$ cat config.mk
export PLATFORM = sky130hd
export DESIGN_NAME = urx_fifo
export DESIGN_NICKNAME = d
export VERILOG_FILES = /design/src/design/urx_pkg.sv /design/src/design/urx_index_fsm.sv /design/src/design/urx_fifo.sv
export SDC_FILE = /design/constraint.sdc
export NUM_CORES = 1
export LEC_CHECK = 0
export ABC_CLOCK_PERIOD_IN_PS = 7300
export BUFFER_PORTS_ARGS = -buffer_cell sky130_fd_sc_hd__buf_2
export CELL_PAD_IN_SITES_DETAIL_PLACEMENT = 0
export CELL_PAD_IN_SITES_GLOBAL_PLACEMENT = 1
export CORE_UTILIZATION = 33
export CTS_CLUSTER_SIZE = 30
export DETAILED_ROUTE_END_ITERATION = 10
export PLACE_DENSITY = 0.58
export RECOVER_POWER = 100
export SLEW_MARGIN = 15
export SYNTH_ARGS = -nofsm -noshare
export SYNTH_HDL_FRONTEND = slang
export SYNTH_HIERARCHICAL = 1
export SYNTH_SLANG_ARGS = --single-unit
$ cat constraint.sdc
create_clock -name MCLK_IN -period 7.3 [get_ports MCLK_IN]
set_clock_uncertainty 0.1 [all_clocks]
set_input_delay 0 -clock MCLK_IN [delete_from_list [all_inputs] [get_ports MCLK_IN]]
set_output_delay 0 -clock MCLK_IN [all_outputs]
set_load 0.05 [all_outputs]
$ cat src/design/urx_pkg.sv
package urx_pkg;
  // Register addresses in the special function space
  localparam logic [7:0] ADDR_STATUS = 8'h00_E2;
  localparam logic [7:0] ADDR_DATA = 8'h00_E3;
  localparam logic [7:0] ADDR_CONTROL = 8'h00_E4;
  localparam logic [7:0] ADDR_FLAGS = 8'h00_E5;
  localparam logic [7:0] ADDR_EPSEL = 8'h00_F1;
  localparam logic [7:0] ADDR_EPCFG = 8'h00_F2;
  // Flag register fields
  localparam int FLG_FIF_HI = 7;
  localparam int FLG_FIF_LO = 6;
  localparam int FLG_EMP = 3;
  localparam int FLG_FULL = 2;
  localparam int FLG_URF = 1;
  localparam int FLG_OVF = 0;
  localparam logic [7:0] FLG_RESET = 8'h00_08;
  // Control register fields
  localparam int CTL_FLUSH = 7;
  localparam int CTL_FFRC = 4;
  localparam int CTL_ISO = 3;
  localparam int CTL_ARM = 2;
  localparam int CTL_ADV = 1;
  localparam int CTL_REV = 0;
  localparam logic [7:0] CTL_RESET = 8'h00_04;
  // Status register fields
  localparam int ST_SEQ = 7;
  localparam int ST_SETUP = 6;
  localparam int ST_START_OVERWRITE_FLAG = 5;
  localparam int ST_END_OVERWRITE_FLAG = 4;
  localparam int ST_SOVW = 3;
  localparam int ST_VOID = 2;
  // Endpoint configuration fields
  localparam int CFG_SPM = 0;
  localparam int CFG_STALL = 1;
  localparam int CFG_CTRL = 2;
  // Geometry
  localparam int NUM_EP = 4;
  localparam int EP_W = 2;
  localparam int DEPTH_W = 5;
  localparam int DEPTH = 32;
  typedef enum logic [2:0] {
    TOK_NONE = 3'b001,
    TOK_SETUP = 3'b010,
    TOK_DATA = 3'b100
  } urx_tok_e;
  // Events reported by the interface unit
  typedef struct packed {
    logic wr;
    logic [7:0] data;
    logic cnt_wr;
    logic ack;
    logic nak;
    logic setup_tok;
    logic out_tok;
    logic handshake;
    logic sof;
  } urx_fiu_s;
endpackage

$ cat src/design/urx_index_fsm.sv
`timescale 1ns/1ps
`default_nettype none
module urx_index_fsm
  import urx_pkg::*;
(
  input wire logic [1:0] fif_in,
  input wire logic add_in,
  input wire logic remove_in,
  input wire logic single_in,
  output logic [1:0] fif_out,
  output logic add_blocked_out
);
  logic [1:0] after_add;
  logic [1:0] after_rem;
  // Single packet mode never goes beyond one packet
  assign add_blocked_out = single_in ? fif_in[0] : (fif_in == 2'b11);
  assign after_add = single_in ? 2'b01 :
                     (fif_in == 2'b00) ? 2'b01 :
                     (fif_in == 2'b01) ? 2'b11 :
                     (fif_in == 2'b10) ? 2'b11 : fif_in;
  // 11 drops the older packet, keeping the newer one
  assign after_rem = (fif_in == 2'b11) ? 2'b10 : 2'b00;
  always_comb
  begin
    fif_out = fif_in;
    if (add_in && !add_blocked_out)
    begin
      fif_out = after_add;
    end
    if (remove_in)
    begin
      fif_out = (add_in && !add_blocked_out) ? 2'b01 : after_rem;
    end
    if (single_in)
    begin
      fif_out = {1'b0, fif_out[1] | fif_out[0]};
    end
  end
endmodule
`default_nettype wire

$ cat src/design/urx_fifo.sv
// Contract
// - Advance-marker moves marker, self-clears, gated
// - Reverse-pointer rewinds write pointer, self-clears
// - Data write/read advance pointers
// - Index flags add on count, drop on read-complete
// - Dual mode follows next-state table
// - Single mode index only 00 or 01
// - Isochronous index, overrun and void updates wait for frame start
// - Empty flag tracks live empty state
// - Full flag tracks rolled-over equality
// - Underrun sticky, read pointer locked
// - Overrun sticky, write pointer locked
// - Setup flag forces NAK on OUT tokens
// - Setup locks FIFO until end-overwrite
// - Void flag on locked or stalled reception; stall alone sets no void on non-iso control endpoints
// - Auto management ignores manual controls
// - Flush empties FIFO, flags to reset
`timescale 1ns/1ps
`default_nettype none
module urx_fifo
  import urx_pkg::*;
(
  // Clock and reset
  input wire logic MCLK_IN,
  input wire logic RESET_IN,
  // Core register port
  input wire logic [7:0] SFR_ADDR_IN,
  input wire logic SFR_WR_IN,
  input wire logic SFR_RD_IN,
  input wire logic [7:0] SFR_WDATA_IN,
  output logic [7:0] SFR_RDATA_OUT,
  // Interface unit events, for the endpoint given by FIU_EP_IN
  input wire logic [EP_W-1:0] FIU_EP_IN,
  input wire urx_fiu_s FIU_IN,
  output logic NAK_OUT
);
  localparam int PW = DEPTH_W + 1;
  logic [7:0] mem [NUM_EP][DEPTH];
  logic [PW-1:0] wp_reg [NUM_EP];
  logic [PW-1:0] rp_reg [NUM_EP];
  logic [PW-1:0] wm_reg [NUM_EP];
  logic [1:0] fif_reg [NUM_EP];
  logic [NUM_EP-1:0] urf_reg, ovf_reg, pend_ovf_reg, pend_add_reg;
  logic [NUM_EP-1:0] seq_reg, setup_reg, start_overwrite_flag_reg, end_overwrite_flag_reg, void_reg;
  logic [NUM_EP-1:0] pend_void_reg, pend_void_val_reg;
  logic [7:0] ctl_reg [NUM_EP];
  logic [7:0] cfg_reg [NUM_EP];
  logic [EP_W-1:0] sel_reg;
  logic [7:0] rdata_next;
  logic nak_next;

  function automatic logic is_empty(input logic [PW-1:0] w, r, m);
    return (w == r) && (w == m) && !w[PW-1] && !r[PW-1];
  endfunction
  function automatic logic is_full(input logic [PW-1:0] w, r);
    return (w[PW-1] != r[PW-1]) && (w[DEPTH_W-1:0] == r[DEPTH_W-1:0]);
  endfunction

  // Selected-endpoint views for the core side, FIU_EP_IN views for the bus side
  wire [EP_W-1:0] s = sel_reg;
  wire [EP_W-1:0] f = FIU_EP_IN;
  wire s_empty = is_empty(wp_reg[s], rp_reg[s], wm_reg[s]);
  wire s_full = is_full(wp_reg[s], rp_reg[s]);
  wire s_locked = start_overwrite_flag_reg[s] && !end_overwrite_flag_reg[s];
  wire f_locked = start_overwrite_flag_reg[f] && !end_overwrite_flag_reg[f];
  wire f_iso = ctl_reg[f][CTL_ISO];
  wire f_full = is_full(wp_reg[f], rp_reg[f]);
  wire wr_status = SFR_WR_IN && (SFR_ADDR_IN == ADDR_STATUS);
  wire wr_ctl = SFR_WR_IN && (SFR_ADDR_IN == ADDR_CONTROL);
  wire wr_flags = SFR_WR_IN && (SFR_ADDR_IN == ADDR_FLAGS);
  wire rd_data = SFR_RD_IN && (SFR_ADDR_IN == ADDR_DATA);
  wire [7:0] ctl_s = ctl_reg[s];
  wire ctl_manual = !ctl_s[CTL_ARM] && !ctl_s[CTL_FLUSH];
  wire do_adv = ctl_manual && ctl_s[CTL_ADV] && !ctl_s[CTL_REV];
  wire do_rev = ctl_manual && ctl_s[CTL_REV] && !ctl_s[CTL_ADV];
  wire do_flush = ctl_s[CTL_FLUSH];
  wire do_ffrc = ctl_s[CTL_FFRC];
  // The setup lock freezes only the core's view; new setup bytes must still land
  wire f_byte_ok = FIU_IN.wr && !f_full;
  wire f_add_now = FIU_IN.cnt_wr && !f_iso;
  wire f_add_sof = FIU_IN.sof && pend_add_reg[f];
  // ARM: acknowledged packet advances the marker
  wire arm_adv = ctl_reg[f][CTL_ARM] && FIU_IN.ack;
  wire arm_rev = ctl_reg[f][CTL_ARM] && FIU_IN.nak && !f_iso;
  logic [1:0] fif_s_next, fif_f_next;
  logic blk_s, blk_f;

  urx_index_fsm u_idx_s (
    .fif_in(fif_reg[s]),
    .add_in(do_adv && (f != s || !(f_add_now || f_add_sof))),
    .remove_in(do_ffrc),
    .single_in(cfg_reg[s][CFG_SPM]),
    .fif_out(fif_s_next),
    .add_blocked_out(blk_s)
  );
  urx_index_fsm u_idx_f (
    .fif_in((f == s) ? fif_s_next : fif_reg[f]),
    .add_in(f_add_now || f_add_sof),
    .remove_in(1'b0),
    .single_in(cfg_reg[f][CFG_SPM]),
    .fif_out(fif_f_next),
    .add_blocked_out(blk_f)
  );

  assign rdata_next =
    (SFR_ADDR_IN == ADDR_DATA) ? ((s_empty || s_locked) ? 8'h00_00 : mem[s][rp_reg[s][DEPTH_W-1:0]]) :
    (SFR_ADDR_IN == ADDR_FLAGS) ? {fif_reg[s], 2'b00, s_empty, s_full, urf_reg[s], ovf_reg[s]} :
    (SFR_ADDR_IN == ADDR_STATUS) ? {seq_reg[s], setup_reg[s], start_overwrite_flag_reg[s], end_overwrite_flag_reg[s],
                                    1'b0, void_reg[s], 2'b00} :
    (SFR_ADDR_IN == ADDR_CONTROL) ? ctl_s :
    (SFR_ADDR_IN == ADDR_EPSEL) ? {6'h00, sel_reg} :
    (SFR_ADDR_IN == ADDR_EPCFG) ? cfg_reg[s] : 8'h00_00;
  // Setup pending holds off data tokens even on a stalled endpoint
  assign nak_next = (FIU_IN.out_tok && (setup_reg[f] || f_locked)) ||
                    (FIU_IN.out_tok && cfg_reg[f][CFG_STALL] && !setup_reg[f]);

  always_ff @(posedge MCLK_IN)
  begin
    if (RESET_IN)
    begin
      SFR_RDATA_OUT <= 8'h00_00;
      NAK_OUT <= 1'b0;
    end
    else
    begin
      SFR_RDATA_OUT <= rdata_next;
      NAK_OUT <= nak_next;
    end
  end

  always_ff @(posedge MCLK_IN)
  begin
    if (RESET_IN)
    begin
      sel_reg <= '0;
    end
    else if (SFR_WR_IN && SFR_ADDR_IN == ADDR_EPSEL)
    begin
      sel_reg <= SFR_WDATA_IN[EP_W-1:0];
    end
  end

  always_ff @(posedge MCLK_IN)
  begin
    if (f_byte_ok)
    begin
      mem[f][wp_reg[f][DEPTH_W-1:0]] <= FIU_IN.data;
    end
  end

  // Per-endpoint state: core actions act on sel, bus events on FIU_EP_IN
  always_ff @(posedge MCLK_IN)
  begin
    if (RESET_IN)
    begin
      for (int i = 0; i < NUM_EP; i++)
      begin
        wp_reg[i] <= '0;
        rp_reg[i] <= '0;
        wm_reg[i] <= '0;
        fif_reg[i] <= 2'b00;
        ctl_reg[i] <= CTL_RESET;
        cfg_reg[i] <= 8'h00_00;
      end
      urf_reg <= '0;
      ovf_reg <= '0;
      pend_ovf_reg <= '0;
      pend_add_reg <= '0;
      seq_reg <= '0;
      setup_reg <= '0;
      start_overwrite_flag_reg <= '0;
      end_overwrite_flag_reg <= '0;
      void_reg <= '0;
      pend_void_reg <= '0;
      pend_void_val_reg <= '0;
    end
    else
    begin
      // ADV, REV, FFRC and FLUSH self-clear after one cycle of action; ARM and ISO hold
      ctl_reg[s][CTL_ADV] <= 1'b0;
      ctl_reg[s][CTL_REV] <= 1'b0;
      ctl_reg[s][CTL_FFRC] <= 1'b0;
      ctl_reg[s][CTL_FLUSH] <= 1'b0;
      if (wr_ctl)
      begin
        ctl_reg[s] <= SFR_WDATA_IN & 8'h00_BF;
      end
      if (SFR_WR_IN && SFR_ADDR_IN == ADDR_EPCFG)
      begin
        cfg_reg[s] <= SFR_WDATA_IN;
      end
      if (do_adv)
      begin
        wm_reg[s] <= wp_reg[s];
      end
      if (do_rev)
      begin
        wp_reg[s] <= wm_reg[s];
      end
      fif_reg[s] <= fif_s_next;
      // Reads from an empty FIFO lock the pointer and latch underrun
      if (rd_data && !s_locked)
      begin
        if (s_empty)
        begin
          urf_reg[s] <= 1'b1;
        end
        else
        begin
          rp_reg[s] <= rp_reg[s] + PW'(1);
        end
      end
      if (wr_flags)
      begin
        if (!SFR_WDATA_IN[FLG_URF])
        begin
          urf_reg[s] <= 1'b0;
        end
        if (!SFR_WDATA_IN[FLG_OVF])
        begin
          ovf_reg[s] <= 1'b0;
        end
      end
      if (wr_status)
      begin
        if (SFR_WDATA_IN[ST_SOVW])
        begin
          seq_reg[s] <= SFR_WDATA_IN[ST_SEQ];
        end
        setup_reg[s] <= setup_reg[s] & SFR_WDATA_IN[ST_SETUP];
        end_overwrite_flag_reg[s] <= SFR_WDATA_IN[ST_END_OVERWRITE_FLAG];
      end
      // Bus-side events; set wins over any core clear above
      if (f_byte_ok)
      begin
        wp_reg[f] <= wp_reg[f] + PW'(1);
      end
      if (arm_adv)
      begin
        wm_reg[f] <= wp_reg[f] + PW'(f_byte_ok);
      end
      if (arm_rev)
      begin
        wp_reg[f] <= wm_reg[f];
      end
      if (FIU_IN.cnt_wr && f_iso)
      begin
        pend_add_reg[f] <= 1'b1;
      end
      if (f_add_now || f_add_sof)
      begin
        fif_reg[f] <= fif_f_next;
        pend_add_reg[f] <= FIU_IN.cnt_wr && f_iso && !FIU_IN.sof;
      end
      if ((FIU_IN.wr && f_full) || ((f_add_now || f_add_sof) && blk_f))
      begin
        if (f_iso)
        begin
          pend_ovf_reg[f] <= 1'b1;
        end
        else
        begin
          ovf_reg[f] <= 1'b1;
        end
      end
      if (FIU_IN.sof && pend_ovf_reg[f])
      begin
        ovf_reg[f] <= 1'b1;
        pend_ovf_reg[f] <= 1'b0;
      end
      if (FIU_IN.ack || FIU_IN.nak)
      begin
        seq_reg[f] <= FIU_IN.ack ? ~seq_reg[f] : seq_reg[f];
        if (f_iso)
        begin
          pend_void_reg[f] <= 1'b1;
          pend_void_val_reg[f] <= f_locked || cfg_reg[f][CFG_STALL];
        end
        else
        begin
          void_reg[f] <= f_locked || (cfg_reg[f][CFG_STALL] && !cfg_reg[f][CFG_CTRL]);
        end
      end
      if (FIU_IN.sof && pend_void_reg[f])
      begin
        void_reg[f] <= pend_void_val_reg[f];
        pend_void_reg[f] <= 1'b0;
      end
      if (FIU_IN.setup_tok && cfg_reg[f][CFG_CTRL])
      begin
        setup_reg[f] <= 1'b1;
        start_overwrite_flag_reg[f] <= 1'b1;
        end_overwrite_flag_reg[f] <= 1'b0;
        rp_reg[f] <= '0;
        wp_reg[f] <= '0;
        wm_reg[f] <= '0;
        fif_reg[f] <= 2'b00;
        ovf_reg[f] <= 1'b0;
      end
      if (FIU_IN.handshake && start_overwrite_flag_reg[f])
      begin
        start_overwrite_flag_reg[f] <= 1'b0;
        end_overwrite_flag_reg[f] <= 1'b1;
      end
      if (do_flush)
      begin
        wp_reg[s] <= '0;
        rp_reg[s] <= '0;
        wm_reg[s] <= '0;
        fif_reg[s] <= 2'b00;
        urf_reg[s] <= 1'b0;
        ovf_reg[s] <= 1'b0;
        pend_ovf_reg[s] <= 1'b0;
        pend_add_reg[s] <= 1'b0;
      end
    end
  end
endmodule
`default_nettype wire

==> results.yml <==
outcome:
  outcome: "finished, violations left"
  violations: "max-capacitance violations, max-slew violations"
logic_synthesis:
  post_synthesis_compound_gate_area_fraction_pct: 3.77
  proportion_of_synthesized_area_in_mux_cells_pct: 18.4
  synth_top_cell_by_area: "sky130_fd_sc_hd__edfxtp_1"
  synthCells: 2866
  yosys-top-cells-area: "sky130_fd_sc_hd__edfxtp_1 (66%), sky130_fd_sc_hd__mux4_2 (14%), sky130_fd_sc_hd__dfxtp_1 (3.1%)"
  yosys_warnings: 6
  synth_edf_count: 1140
  synth_top_family_by_area: "multiplexers"
  post_synthesis_async_set_or_reset_flop_share_pct: 0
  synth_cell_type_count: 84
  synth_ff_type: "sky130_fd_sc_hd__edfxtp_1"
  yosysSeqAreaShare_pct: 69.5
  post_synth_fa_ha_maj_area_fraction_pct: 0.170
  synth_simple_gate_area_share_pct: 5.43
  synth_largest_type_area_fraction_pct: 66.4
  synth_xor_area_share_pct: 0.539
  yosys_register_bits: 1221
  synth_area_sq_mm: 0.0516
  post_synth.cell_area_avg_sq_um: 18.0
drt:
  route.detailed.drc: 0
  drtAntennaViolNets: 0
  detailedRoute.firstIterationViolations: 2600
  dr_total_vias: 27700
  drt_pre_antenna_iters: 5
  route.detailed.wl_per_inst_microns: 28.1
  via_per_inst: 5.44
  route.final.wire_length_mm: 143
cts:
  clock_path_buffers: 3
  cts.reportedPaths.clkPinSlew_ps: 60
  tritoncts.num_buffers: 133
  cts.root.buffer_cell: "sky130_fd_sc_hd__clkbuf_16"
  cts_setup_buffers: 0
  cts_sinks: 1221
  worstSkewPairLatency_ps: 760
  cts.htree.levels: 4
  clock_tree_from_tritoncts: "built"
sta:
  maxClockFrequency_mhz: 176
  maxSlewHeadroom_pct: -182
  final_hold_viol_count: 0
  timing.final.crit_period_ps: 5700
  worstMarginPinSlew_ps: 4230
  setup_violations: 0
  setup_repair_after_global_routing_missed_its_margin: "false"
  setup-tns-final_ps: 0
  final-max-slew-violation-count: 1220
  post-route-period-util_pct: 78.0
layout:
  insertedDiodeCount: 0
  fin_nets: 3000
  largest_register_ffs: 1024
  final_layout_size_suffix_gt1_share_pct: 20.9
  postLayoutCellArea_sq_mm: 0.0583
  areaGrowthSynthToFinish_pct: 13.1
  nFillCells: 14200
place:
  detailedPlacementHpwl_mm: 89.9
  io_buffer_count: 46
  gp_congestion: 0.844
  postPlaceCellArea_sq_mm: 0.0539
floorplan:
  fp.dieH_microns: 397
  placeableCoreArea_sq_mm: 0.155
  io_pins: 47
  initial_utilization_pct: 33.4
  design.die.area_sq_mm: 0.158
  floorplan.die.width_microns: 397
  num_rows: 144
worst_setup_path:
  highest_net_fanout_along_the_worst_path: 32
  worst_setup_path_end_kind: "register"
  worstPathArrival_ps: 5870
  setup.worst_path.class: "register to register"
  worst_ep_required_time_ps: 7480
  startpoint_type: "register"
global_route:
  first_pass_grt_wire_length_mm: 207
  via_count_of_the_first_global_routing_pass: 28600
  antenna_found_initial: 4
  globalRouteTotalUtil_pct: 18.1
  grt_overflow: 0
  grt_max_degree: 118
power:
  power_density_mw_per_mm2: 256
  leakage_power_total_nw: 17.7
  worst_ir_drop_vdd_uv: 171
min_path:
  min-delay-path-class: "input pin to register"
job:
  maxCapViolations: 21
[Yosys cell counts (5+ instances only)]
master                      count
sky130_fd_sc_hd__o2bb2ai_1     21
sky130_fd_sc_hd__nand2_1      139
sky130_fd_sc_hd__nand4_1       11
sky130_fd_sc_hd__o21ai_0       23
sky130_fd_sc_hd__or2_2          5
sky130_fd_sc_hd__buf_2         47
sky130_fd_sc_hd__nor2b_1       37
sky130_fd_sc_hd__mux4_2       328
sky130_fd_sc_hd__nor4_1         8
sky130_fd_sc_hd__mux2_2        48
sky130_fd_sc_hd__ha_1           7
sky130_fd_sc_hd__dfxtp_1       81
sky130_fd_sc_hd__nand2b_1      10
sky130_fd_sc_hd__buf_1         21
sky130_fd_sc_hd__o22ai_1       18
sky130_fd_sc_hd__nor2_1       252
sky130_fd_sc_hd__buf_4         34
sky130_fd_sc_hd__and3_1        28
sky130_fd_sc_hd__mux2i_1      155
sky130_fd_sc_hd__a21oi_1       29
sky130_fd_sc_hd__buf_6          7
sky130_fd_sc_hd__and2_1        16
sky130_fd_sc_hd__edfxtp_1    1140
sky130_fd_sc_hd__a211oi_1      53
sky130_fd_sc_hd__o22a_1         5
sky130_fd_sc_hd__nor3_1        19
sky130_fd_sc_hd__o221ai_1       5
sky130_fd_sc_hd__inv_1         41
sky130_fd_sc_hd__a22oi_1        5
sky130_fd_sc_hd__a22o_1         6
sky130_fd_sc_hd__o211a_1        5
sky130_fd_sc_hd__xor2_1        18
sky130_fd_sc_hd__nand3_1       44
sky130_fd_sc_hd__o211ai_1      10
sky130_fd_sc_hd__xnor2_1       10
sky130_fd_sc_hd__a31oi_1       15
sky130_fd_sc_hd__clkbuf_1      70
sky130_fd_sc_hd__or3_1         12
[metal layers]
metal | global-route usage (%) | routed length (microns) | share of wire, %
met1 | 25.3 | 62500 | 44
met4 | 5.03 | 3280 | 2.3
met5 | 0 | 0 | 0
met3 | 3.13 | 9010 | 6.3
met2 | 29.0 | 68200 | 48
[cell families after synthesis]
kind of cell	after synthesis
fa+ha+maj	7
compound gates	250
xor+xnor	30
buf+inv	222
simple gates	603
mux	532
other cells	1
flops	1221
[metrics by stage]
stage	power (mW)	hold WS [ps]	setup WS, ps	std cells	utilization [%]
after CTS	15.1	16.3	2500	5096	37.9
after detailed placement	8.37	155	2500	4823	34.8
final	14.9	68.2	1600	5096	37.7
after global routing	15.4	71.8	1360	5096	37.7
after floorplan	8.10	-1.13	3680	2868	-
after global placement	8.36	174	2520	4823	34.8
[path summary, 6_finish.rpt]
check        slack [ps]                   endpoint                      start  depth (start not counted)
min reg2reg         380  rp_reg[3][5]$_SDFFE_PP0P_  rp_reg[3][5]$_SDFFE_PP0P_                          1
max                1600      mem[1][222]$_DFFE_PP_     wp_reg[0][3]$_DFFE_PP_                          8
min                  70      urf_reg[0]$_SDFF_PP0_             SFR_ADDR_IN[2]                          5
max reg2reg        1600      mem[1][222]$_DFFE_PP_     wp_reg[0][3]$_DFFE_PP_                          8
[area by class of cell]
cell class                 count  area [sq um]  share of cell area [%]
sequential                  1221         35900                    61.5
multi-input combinational   1425         14500                    24.9
clock buffer                 180          3680                    6.31
tap                         2044          2560                    4.38
timing repair buffer         132           962                    1.65
clock inverter                52           604                    1.04
inverter                      42           158                   0.270
[what timing repair did]
action | CTS | global route
endpoints found under the setup margin | 0 | 0
resized for setup | 0 | 0
endpoints found under the hold margin | 608 | 0
hold buffers | 41 | 0
[worst max-delay path: stages (launching register included)]
cell and delay (ps):
sky130_fd_sc_hd__edfxtp_1 420, sky130_fd_sc_hd__mux4_2 680, sky130_fd_sc_hd__xor2_1 210, sky130_fd_sc_hd__nor4_1 640, sky130_fd_sc_hd__a21boi_1 140, sky130_fd_sc_hd__clkbuf_1 290
sky130_fd_sc_hd__nand2_1 160, sky130_fd_sc_hd__clkbuf_1 1730, sky130_fd_sc_hd__nor2_1 800
[cell usage in the layout (no fill, tap or decap), drive strengths merged, types with 6 or more instances in the layout]
| cell | Yosys | final |
|---|---|---|
| edfxtp | 1140 | 1140 |
| mux4 | 329 | 329 |
| nor2 | 253 | 253 |
| clkbuf | 70 | 213 |
| mux2i | 155 | 155 |
| nand2 | 139 | 139 |
| dfxtp | 81 | 81 |
| buf | 110 | 58 |
| a211oi | 56 | 56 |
| mux2 | 48 | 48 |
| inv | 42 | 47 |
| nand3 | 45 | 45 |
| dlygate4sd3 | 0 | 41 |
| nor2b | 37 | 37 |
| clkinv | 0 | 35 |
| a21oi | 32 | 32 |
| and3 | 28 | 28 |
| o21ai | 26 | 26 |
| o2bb2ai | 21 | 21 |
| nor3 | 20 | 20 |
| xor2 | 20 | 20 |
| o22ai | 18 | 18 |
| and2 | 17 | 17 |
| a31oi | 16 | 16 |
| o211ai | 14 | 14 |
| or3 | 12 | 12 |
| nand4 | 11 | 11 |
| bufinv | 0 | 11 |
| xnor2 | 10 | 10 |
| nand2b | 10 | 10 |
| nor4 | 9 | 9 |
| ha | 7 | 7 |
| a22o | 6 | 6 |
| or2 | 6 | 6 |
| a311oi | 6 | 6 |
[power breakdown]
group	internal [mW]	switching, mW	leakage, nW
registers	7.72	0.0235	11.0
logic	0.121	0.377	4.62
clock network	3.93	2.76	2.09
Power figures use the tool's default switching activity.
